## config.mk

```make
export PLATFORM = sky130hd
export DESIGN_NAME = tld_line_driver_ctrl
export DESIGN_NICKNAME = d
export VERILOG_FILES = /design/src/hw/tld_pkg.sv /design/src/hw/tld_line_driver_ctrl.sv
export VERILOG_INCLUDE_DIRS = /design/src /design/src/hw
export SDC_FILE = /design/constraint.sdc
export NUM_CORES = 1
export LEC_CHECK = 0
export BUFFER_PORTS_ARGS = -buffer_cell sky130_fd_sc_hd__buf_4
export CORE_UTILIZATION = 43
export CTS_BUF_LIST = sky130_fd_sc_hd__clkbuf_4
export CTS_CLUSTER_SIZE = 14
export DETAILED_ROUTE_END_ITERATION = 10
export GPL_TIMING_DRIVEN = 0
export HOLD_SLACK_MARGIN = 0.06
export PLACE_DENSITY = 0.6
export SLEW_MARGIN = 15
export SYNTH_ARGS = -nofsm -noshare
export SYNTH_HDL_FRONTEND = slang
export SYNTH_SLANG_ARGS = --single-unit
```

## constraint.sdc

```tcl
create_clock -name sys_clk -period 19.2 [get_ports sys_clk]
set_input_delay 5.76 -clock sys_clk [delete_from_list [all_inputs] [get_ports sys_clk]]
set_output_delay 5.76 -clock sys_clk [all_outputs]
set_load 0.02 [all_outputs]
```

## src/hw/tld_cfg.svh

```systemverilog
// register offsets, field positions, reset values and timing counts
`ifndef TLD_CFG_SVH
`define TLD_CFG_SVH
`define TLD_LINK_STRIDE   12'h100
`define TLD_REG_SOFT_RST  12'h002
`define TLD_REG_CFG1      12'h023
`define TLD_REG_CFG2      12'h024
`define TLD_REG_CFG3      12'h025
`define TLD_REG_CFG4      12'h026
`define TLD_REG_TERM      12'h032
`define TLD_REG_IE0       12'h033
`define TLD_REG_IE1       12'h034
`define TLD_REG_EDGE      12'h035
`define TLD_REG_LSTAT0    12'h036
`define TLD_REG_IFLAG0    12'h03A
`define TLD_REG_IFLAG1    12'h03B
`define TLD_REG_TIMING    12'h070
`define TLD_BIT_LINK_DIS  4
`define TLD_BIT_MON_EN    6
`define TLD_BIT_CLK_SRC   0
`define TLD_BIT_CLK_MSTR  1
`define TLD_BIT_REM_LOOP  2
`define TLD_BIT_TX_PDN    3
`define TLD_BIT_E1_MODE   3
`define TLD_BIT_TERM_EXT  2
`define TLD_BIT_DF        0
`define TLD_BIT_DAC       0
`define TLD_RST_CFG1      8'h10
`define TLD_RST_CFG2      8'h00
`define TLD_RST_ZERO      8'h00
`define TLD_CLK_NS        25
`define TLD_T1_UI_NS      648
`define TLD_E1_UI_NS      488
`define TLD_BP_LOST_UI    7'd72
`define TLD_DUTY_MIN_PCT  30
`define TLD_DUTY_MAX_PCT  70
`define TLD_OSC_STUCK     8'hFF
`endif

```

## src/hw/tld_pkg.sv

```systemverilog
// types shared by the tx line driver control block
package tld_pkg;
  typedef logic [1:0][7:0] tld_reg_pair_t;
  typedef struct packed {
    logic [2:0]       gdd_sync;
    logic             gdd;
    logic [2:0]       osc_sync;
    logic             osc_st;
    logic [7:0]       osc_hi;
    logic [7:0]       osc_lo;
    logic [7:0]       osc_hi_last;
    logic             osc_ok;
    logic [1:0][2:0]  bp_sync;
    logic [1:0]       bp_st;
    logic [1:0][4:0]  line_div;
    logic [1:0][6:0]  bp_idle;
    logic [1:0]       bp_lost;
    tld_reg_pair_t    cfg1;
    tld_reg_pair_t    cfg2;
    tld_reg_pair_t    cfg3;
    tld_reg_pair_t    cfg4;
    tld_reg_pair_t    term;
    tld_reg_pair_t    ie0;
    tld_reg_pair_t    ie1;
    tld_reg_pair_t    edge_sel;
    tld_reg_pair_t    timing;
    logic [1:0]       fail_st;
    logic [1:0]       fail_flag;
    logic [1:0]       ovf_flag;
    logic [7:0]       rdata;
    logic             irq;
    logic [1:0]       oe_n;
    logic [1:0]       out_p;
    logic [1:0]       out_n;
    logic [1:0]       prot_en;
    logic [1:0][5:0]  scale;
    logic [1:0]       int_term_en;
    logic [1:0][1:0]  term_sel;
  } tld_state_s;
endpackage

```

## src/hw/tld_line_driver_ctrl.sv

```systemverilog
// transmit line driver control for two links: high-z, driver failure, overflow, termination
//
// Contract
// software loads scale 000100 for -22.5 dB
// pulse overlap overflow sets amplitude-overflow flag
// irq when overflow flag and enable set
// global disable pin high: both drivers high-z
// oscillator stuck or bad duty: high-z
// any reset leaves both drivers high-z
// per-link disable bit 1: link high-z
// master mode, recovered clock lost: high-z
// slave mode, 72 idle UIs: high-z
// no backplane-loss high-z in remote loopback
// transmit power down: link high-z
// high-z applied at once, no boundary wait
// short protection only while monitor enabled
// overcurrent shows in driver-failure status
// edge select: rising or any edge flags
// irq when failure flag and enable set
// T1/J1: internal termination only, two bits
// E1, select bit 2 zero: internal on
// E1, select bit 2 one: internal off
// software codes 000/001/010/011, 1XX external
// link high-z is OR of conditions
// flags stick until software clears them
//
// Our own choice: strobed register access.
`timescale 1ns/10ps
`include "tld_cfg.svh"

module tld_line_driver_ctrl (
  input  wire logic        sys_clk,
  input  wire logic        rst,
  input  wire logic [11:0] reg_addr,
  input  wire logic [7:0]  reg_wdata,
  input  wire logic        reg_wr,
  input  wire logic        reg_rd,
  output logic      [7:0]  reg_rdata,
  input  wire logic        global_driver_disable_pin,
  input  wire logic        oscillator_input,
  input  wire logic [1:0]  backplane_clk,
  input  wire logic [1:0]  recovered_clk_lost,
  input  wire logic [1:0]  driver_overcurrent,
  input  wire logic [1:0]  amplitude_overflow_event,
  input  wire logic [1:0]  tx_pulse_pos,
  input  wire logic [1:0]  tx_pulse_neg,
  output logic      [1:0]  line_out_positive,
  output logic      [1:0]  line_out_negative,
  output logic      [1:0]  line_out_oe_n,
  output logic      [1:0]  short_protect_en,
  output logic      [11:0] pulse_scale_field,
  output logic      [1:0]  internal_term_en,
  output logic      [3:0]  internal_term_sel,
  output logic             irq
);

  // line-rate tick spacing in system clocks, rounded down
  localparam logic [4:0] T1_UI_CYC = 5'(`TLD_T1_UI_NS / `TLD_CLK_NS);
  localparam logic [4:0] E1_UI_CYC = 5'(`TLD_E1_UI_NS / `TLD_CLK_NS);

  tld_pkg::tld_state_s s;
  tld_pkg::tld_state_s next_s;

  ////////////////////////////////////////////////////////////////////////////
  // reset image; disable bit resets to 1 so drivers start high-z
  function automatic tld_pkg::tld_state_s reset_state();
    tld_pkg::tld_state_s r;
    r = '0;
    r.cfg1 = {2{`TLD_RST_CFG1}};
    r.cfg2 = {2{`TLD_RST_CFG2}};
    r.oe_n = 2'h3;
    return r;
  endfunction

  ////////////////////////////////////////////////////////////////////////////
  // next-state logic
  always_comb begin
    logic [11:0] loff;
    logic        lsel;
    logic        addr_ok;
    logic [7:0]  rd;
    logic        hiz;
    logic        ser_flt;
    logic        tick;
    logic        df_now;
    logic        df_edge;
    logic        osc_rise;
    logic        osc_fall;
    int unsigned period;
    int unsigned hi_pct;
    logic        irq_any;
    loff     = {4'h0, reg_addr[7:0]};
    lsel     = reg_addr[8];
    addr_ok  = (reg_addr[11:9] == 3'h0);
    rd       = 8'h00;
    hiz      = 1'b0;
    ser_flt  = 1'b0;
    tick     = 1'b0;
    df_now   = 1'b0;
    df_edge  = 1'b0;
    osc_rise = 1'b0;
    osc_fall = 1'b0;
    period   = 0;
    hi_pct   = 0;
    irq_any  = 1'b0;
    next_s   = s;

    // global disable pin: three stages, accept when last two agree
    next_s.gdd_sync = {s.gdd_sync[1:0], global_driver_disable_pin};
    if (s.gdd_sync[1] == s.gdd_sync[2]) begin
      next_s.gdd = s.gdd_sync[2];
    end

    // oscillator presence: width of each high and low phase in clocks
    next_s.osc_sync = {s.osc_sync[1:0], oscillator_input};
    if (s.osc_sync[1] == s.osc_sync[2]) begin
      next_s.osc_st = s.osc_sync[2];
      osc_rise = s.osc_sync[2] & ~s.osc_st;
      osc_fall = ~s.osc_sync[2] & s.osc_st;
    end
    if (osc_rise) begin
      // a period ends here: judge its duty cycle
      period = int'(s.osc_hi_last) + int'(s.osc_lo);
      hi_pct = int'(s.osc_hi_last) * 100;
      next_s.osc_ok = (hi_pct >= period * `TLD_DUTY_MIN_PCT) &&
                      (hi_pct <= period * `TLD_DUTY_MAX_PCT) &&
                      (s.osc_lo != `TLD_OSC_STUCK) &&
                      (s.osc_hi_last != `TLD_OSC_STUCK);
      next_s.osc_hi = 8'h01;
    end else if (osc_fall) begin
      next_s.osc_hi_last = s.osc_hi;
      next_s.osc_lo      = 8'h01;
    end else if (s.osc_st) begin
      if (s.osc_hi != `TLD_OSC_STUCK) begin
        next_s.osc_hi = s.osc_hi + 8'h01;
      end
    end else begin
      if (s.osc_lo != `TLD_OSC_STUCK) begin
        next_s.osc_lo = s.osc_lo + 8'h01;
      end
    end
    // stuck at either level drops the oscillator at once
    if (s.osc_hi == `TLD_OSC_STUCK || s.osc_lo == `TLD_OSC_STUCK) begin
      next_s.osc_ok = 1'b0;
    end

    // per-link clock watch, failure detect and pin drive
    for (int i = 0; i < 2; i++) begin
      // line-rate tick from a divider; rate follows the link's mode
      tick = 1'b0;
      if (s.term[i][`TLD_BIT_E1_MODE]) begin
        tick = (s.line_div[i] >= E1_UI_CYC - 5'd1);
      end else begin
        tick = (s.line_div[i] >= T1_UI_CYC - 5'd1);
      end
      next_s.line_div[i] = tick ? 5'd0 : s.line_div[i] + 5'd1;

      // backplane clock: count idle line UIs, lost past 72
      next_s.bp_sync[i] = {s.bp_sync[i][1:0], backplane_clk[i]};
      if (s.bp_sync[i][1] == s.bp_sync[i][2] && s.bp_sync[i][2] != s.bp_st[i]) begin
        next_s.bp_st[i]   = s.bp_sync[i][2];
        next_s.bp_idle[i] = 7'd0;
        next_s.bp_lost[i] = 1'b0;
      end else if (tick) begin
        if (s.bp_idle[i] != 7'h7F) begin
          next_s.bp_idle[i] = s.bp_idle[i] + 7'd1;
        end
        if (s.bp_idle[i] >= `TLD_BP_LOST_UI) begin
          next_s.bp_lost[i] = 1'b1;
        end
      end

      // clock source fault depends on master/slave and source bit
      ser_flt = 1'b0;
      if (s.timing[i][`TLD_BIT_CLK_MSTR] && s.timing[i][`TLD_BIT_CLK_SRC]) begin
        ser_flt = recovered_clk_lost[i];
      end else if (!s.timing[i][`TLD_BIT_CLK_MSTR] && !s.timing[i][`TLD_BIT_CLK_SRC]) begin
        ser_flt = s.bp_lost[i] & ~s.timing[i][`TLD_BIT_REM_LOOP]; // see
      end

      // every high-z cause ORed together
      hiz = s.gdd
          | ~s.osc_ok
          | s.cfg1[i][`TLD_BIT_LINK_DIS]
          | ser_flt
          | s.timing[i][`TLD_BIT_TX_PDN];         // see
      // enable drops on the very next edge, data path not waited on
      next_s.oe_n[i]  = hiz;
      next_s.out_p[i] = tx_pulse_pos[i] & ~hiz;
      next_s.out_n[i] = tx_pulse_neg[i] & ~hiz;

      // short protection and failure status gated by monitor enable
      next_s.prot_en[i] = s.cfg3[i][`TLD_BIT_MON_EN];
      df_now = driver_overcurrent[i] & s.cfg3[i][`TLD_BIT_MON_EN];
      next_s.fail_st[i] = df_now;
      df_edge = s.edge_sel[i][`TLD_BIT_DF] ? (df_now != s.fail_st[i])
                                           : (df_now & ~s.fail_st[i]);

      // termination: T1/J1 always internal, E1 per bit 2
      next_s.term_sel[i] = s.term[i][1:0];
      if (s.term[i][`TLD_BIT_E1_MODE]) begin
        next_s.int_term_en[i] = ~s.term[i][`TLD_BIT_TERM_EXT];                // see
      end else begin
        next_s.int_term_en[i] = 1'b1;
      end
      next_s.scale[i] = s.cfg2[i][5:0];

      // sticky flags: write 1 clears, a new event in the same cycle wins
      if (reg_wr && addr_ok && lsel == 1'(i) && loff == `TLD_REG_IFLAG0 &&
          reg_wdata[`TLD_BIT_DF]) begin
        next_s.fail_flag[i] = 1'b0;
      end
      if (df_edge) begin
        next_s.fail_flag[i] = 1'b1;                                           // see
      end
      if (reg_wr && addr_ok && lsel == 1'(i) && loff == `TLD_REG_IFLAG1 &&
          reg_wdata[`TLD_BIT_DAC]) begin
        next_s.ovf_flag[i] = 1'b0;
      end
      if (amplitude_overflow_event[i]) begin
        next_s.ovf_flag[i] = 1'b1;                                            // see
      end

      // interrupt sources
      irq_any = irq_any
              | (s.ovf_flag[i] & s.ie1[i][`TLD_BIT_DAC])
              | (s.fail_flag[i] & s.ie0[i][`TLD_BIT_DF]);
    end
    next_s.irq = irq_any;

    // register writes; scale field loaded as written by software
    if (reg_wr && addr_ok) begin
      unique case (loff)
        `TLD_REG_CFG1:   next_s.cfg1[lsel]     = reg_wdata;
        `TLD_REG_CFG2:   next_s.cfg2[lsel]     = reg_wdata;
        `TLD_REG_CFG3:   next_s.cfg3[lsel]     = reg_wdata;
        `TLD_REG_CFG4:   next_s.cfg4[lsel]     = reg_wdata;
        `TLD_REG_TERM:   next_s.term[lsel]     = reg_wdata;
        `TLD_REG_IE0:    next_s.ie0[lsel]      = reg_wdata;
        `TLD_REG_IE1:    next_s.ie1[lsel]      = reg_wdata;
        `TLD_REG_EDGE:   next_s.edge_sel[lsel] = reg_wdata;
        `TLD_REG_TIMING: next_s.timing[lsel]   = reg_wdata;
        default: ;
      endcase
    end

    // read mux; unmapped addresses read zero
    if (addr_ok) begin
      unique case (loff)
        `TLD_REG_CFG1:   rd = s.cfg1[lsel];
        `TLD_REG_CFG2:   rd = s.cfg2[lsel];
        `TLD_REG_CFG3:   rd = s.cfg3[lsel];
        `TLD_REG_CFG4:   rd = s.cfg4[lsel];
        `TLD_REG_TERM:   rd = s.term[lsel];
        `TLD_REG_IE0:    rd = s.ie0[lsel];
        `TLD_REG_IE1:    rd = s.ie1[lsel];
        `TLD_REG_EDGE:   rd = s.edge_sel[lsel];
        `TLD_REG_LSTAT0: rd = {7'h00, s.fail_st[lsel]};
        `TLD_REG_IFLAG0: rd = {7'h00, s.fail_flag[lsel]};
        `TLD_REG_IFLAG1: rd = {7'h00, s.ovf_flag[lsel]};
        `TLD_REG_TIMING: rd = s.timing[lsel];
        default:         rd = 8'h00;
      endcase
    end
    next_s.rdata = reg_rd ? rd : 8'h00;

    // software reset: whole state back to the reset image
    if (reg_wr && reg_addr == `TLD_REG_SOFT_RST && reg_wdata[0]) begin
      next_s = reset_state();
    end
  end

  ////////////////////////////////////////////////////////////////////////////
  // state register
  always_ff @(posedge sys_clk) begin
    if (rst) begin
      s <= reset_state();
    end else begin
      s <= next_s;
    end
  end

  ////////////////////////////////////////////////////////////////////////////
  // outputs, each straight from the state register
  assign reg_rdata         = s.rdata;
  assign line_out_positive = s.out_p;
  assign line_out_negative = s.out_n;
  assign line_out_oe_n     = s.oe_n;
  assign short_protect_en  = s.prot_en;
  assign pulse_scale_field = {s.scale[1], s.scale[0]};
  assign internal_term_en  = s.int_term_en;
  assign internal_term_sel = {s.term_sel[1], s.term_sel[0]};
  assign irq               = s.irq;

endmodule

```

==> qor.yml <==
vdd_ir_drop_max_mv: 0.0340
final_util_pct: 49.9
worstReg2RegStart: "s[220]$_SDFFE_PP0P_"
synth.area.top_cells: "dfxtp_1 36%, ha_1 10%, mux2i_1 9.5%"
pin_count: 73
synth_cells: 1576
core_area_um2: 31800
drt_first_pass_iters: 6
yosys.area_share.simple_pct: 17.2
setup_violations: 0
power_switching_w: 0.000279
whs_ns: 0.412
slew_headroom_pct: 43.1
num-nets-final: 1880
hold_violations: 0
path_buf_inv: 2
synth_top_family_by_area: "simple AND/OR/NAND/NOR gates"
swShare_pct: 25.6
hold_path_class: "flop to flop"
dpl.hpwl_um: 28500
post_cts_resized: 0
die_y_um: 182
synth_compound_area_share_pct: 12.8
crit_start: "reg_addr[0]"
drt-total-wl_um: 39100
holdBufCountCts: 0
synth.distinct_cells: 80
worst-setup-path-type: "input pin to flop"
end_kind: "flop"
fin_crit_ns: 7.42
drt_iter0_drc: 749
finClkSkew_ns: 0.0440
cts.sinks: 252
slowest_delay_ns: 0.72
cts_buffers: 71
status: "finished clean"
die_w_um: 182
floorplan.die_area_um2: 33200
track_usage_pct: 23.9
maxCapViolCount: 0
cts_setup_buffers: 0
synthAdderAreaFrac_pct: 13.0
cts_buffer_depth: 3
port_buffers: 61
gp_congestion: 0.912
vias: 11700
intPower_w: 0.000812
synth_xor_area_share_pct: 3.82
slew_violations: 0
yosysWarningCount: 0
synth-main-ff-cell: "dfxtp_1"
hp-start: "s[245]$_SDFF_PP0_"
ys_ff_latch: 252
cts_tree: "yes"
rsz0062_at_grt: "no"
synth.area.mux_share_pct: 10.7
std_cell_rows: 65
crit_arrival_ns: 8.00
htree_levels: 3
clockPowerShare_pct: 44.3
netlist_area_um2: 14000
critical_path.top_delay_family: "simple AND/OR/NAND/NOR gates"
viasPerCell: 5.33
crit_fanout: 10
crit_path_top_delay_cell: "nor4_1"
finalWorstSetupSlack_ns: 11.78
synth-edff-count: 0
critPathRequiredTime_ns: 19.78
power_leakage_nw: 6.89
antenna_left: 0
grt.overflow.total: 0
avgSynthCellArea_um2: 8.87
synth.largest_area_cell: "dfxtp_1"
grt_pass1_vias: 11600
area_growth_pct: 13.5
cp-start-kind: "input pin"
cts_root_buf: "clkbuf_4"
placed_cells: 2072
start_util_pct: 43.9
wire_per_inst_um: 17.8
fmax_mhz: 135
crit_chain: "buf_4 -> buf_2 -> nand2b_4 -> nor3_1 -> a41oi_2 -> nand3b_1 -> nor4_1 -> and2_1"
grt_start_max_net_pins: 11
power_frac_comb_pct: 7.2
syn_nets: 1746
clk_pin_slew_ns: 0.07
clock_latency_ns: 0.68
drc_errors: 0
stdcell_count: 2193
period_share_pct: 38.7
drive_gt1_share_pct: 16.4
netlist.area_leader.share_pct: 36.1
dp_worst_setup_slack_ns: 11.16
p_per_area_nw_per_um2: 68.8
async_flop_share_pct: 0
grt_pass1_wl_um: 62000
nFillCells: 3081
seq_power_share_pct: 48.5
tightest_slew_ns: 0.847
synth_seq_area_share_pct: 36.1
antenna_found_initial: 1
tns_ns: 0
[path summary, 6_finish.rpt]
| path | endpoint | slack (ns) | cells after the start |
|---|---|---|---|
| setup / recovery | line_out_negative[0]$_SDFF_PP0_ | 11.78 | 8 |
| hold / removal | s[246]$_SDFF_PP0_ | 0.41 | 1 |
| setup reg to reg | s[219]$_SDFFE_PP0P_ | 12.30 | 25 |
| hold reg to reg | s[246]$_SDFF_PP0_ | 0.41 | 1 |
[sequential cells by signal (all words and copies together) (netlist names)]
register	count
internal_term_en	2
internal_term_sel	4
irq	1
line_out_negative	2
line_out_oe_n	2
line_out_positive	2
pulse_scale_field	12
reg_rdata	8
s	217
short_protect_en	2
[metal layers]
layer	global-route usage, %	part of all wire (%)	up-vias
li1	-	-	5768
met4	10.2	3.5	0
met5	0	0	-
met1	30.0	44	5483
met3	4.69	6.0	78
met2	39.8	46	357
[layout by cell type (no fill, tap or decap), types with 63 or more instances in the layout]
cell type and count:
dfxtp_1 252, nor2_1 161, nand2_1 143, mux2i_1 133, a21oi_1 130, ha_1 112
clkbuf_4 103, buf_4 97, inv_1 74, nand3_1 70, o21ai_0 63
[power by group through the flow]
stage               combinational (W)  sequential, W  clock, W
floorplan                   0.0000499       0.000540         0
global placement            0.0000775       0.000540         0
detailed placement          0.0000784       0.000541         0
CTS                         0.0000787       0.000529  0.000498
global route                0.0000863       0.000529  0.000528
finish                      0.0000788       0.000529  0.000483
[cell type report]
type | instances | area, um^2 | area share [%]
diodes | 1 | 2.50 | 0.0158
repair buffers | 61 | 458 | 2.89
clock buffers | 103 | 773 | 4.88
inverters | 75 | 287 | 1.81
clock inverters | 17 | 105 | 0.663
flip-flops and latches | 252 | 5040 | 31.8
well taps | 435 | 544 | 3.43
plain buffers | 110 | 601 | 3.79
multi-input cells | 1139 | 8040 | 50.7
[cell usage after synthesis, types with 31 or more instances]
library cell  instances
nor2_1              161
xor2_1               34
nand2_1             143
buf_2                42
a21oi_1             130
o21ai_0              63
buf_4                36
and2_1               40
nand3_1              70
ha_1                112
mux2i_1             133
dfxtp_1             252
inv_1                74
clkbuf_1             31
[kinds of logic after synthesis]
family	count (synthesis)
compound gates	297
xor+xnor	61
fa+ha+maj	133
buf+inv	185
flops	252
mux	141
simple gates	507
[stage by stage]
stage | power (W) | area, um^2
after floorplan | 0.000590 | 14000
after global placement | 0.000618 | 15000
after detailed placement | 0.000619 | 15000
after CTS | 0.00111 | 15900
after global routing | 0.00114 | 15900
final | 0.00109 | 15900
No activity file was read; power rests on OpenSTA's default activity.
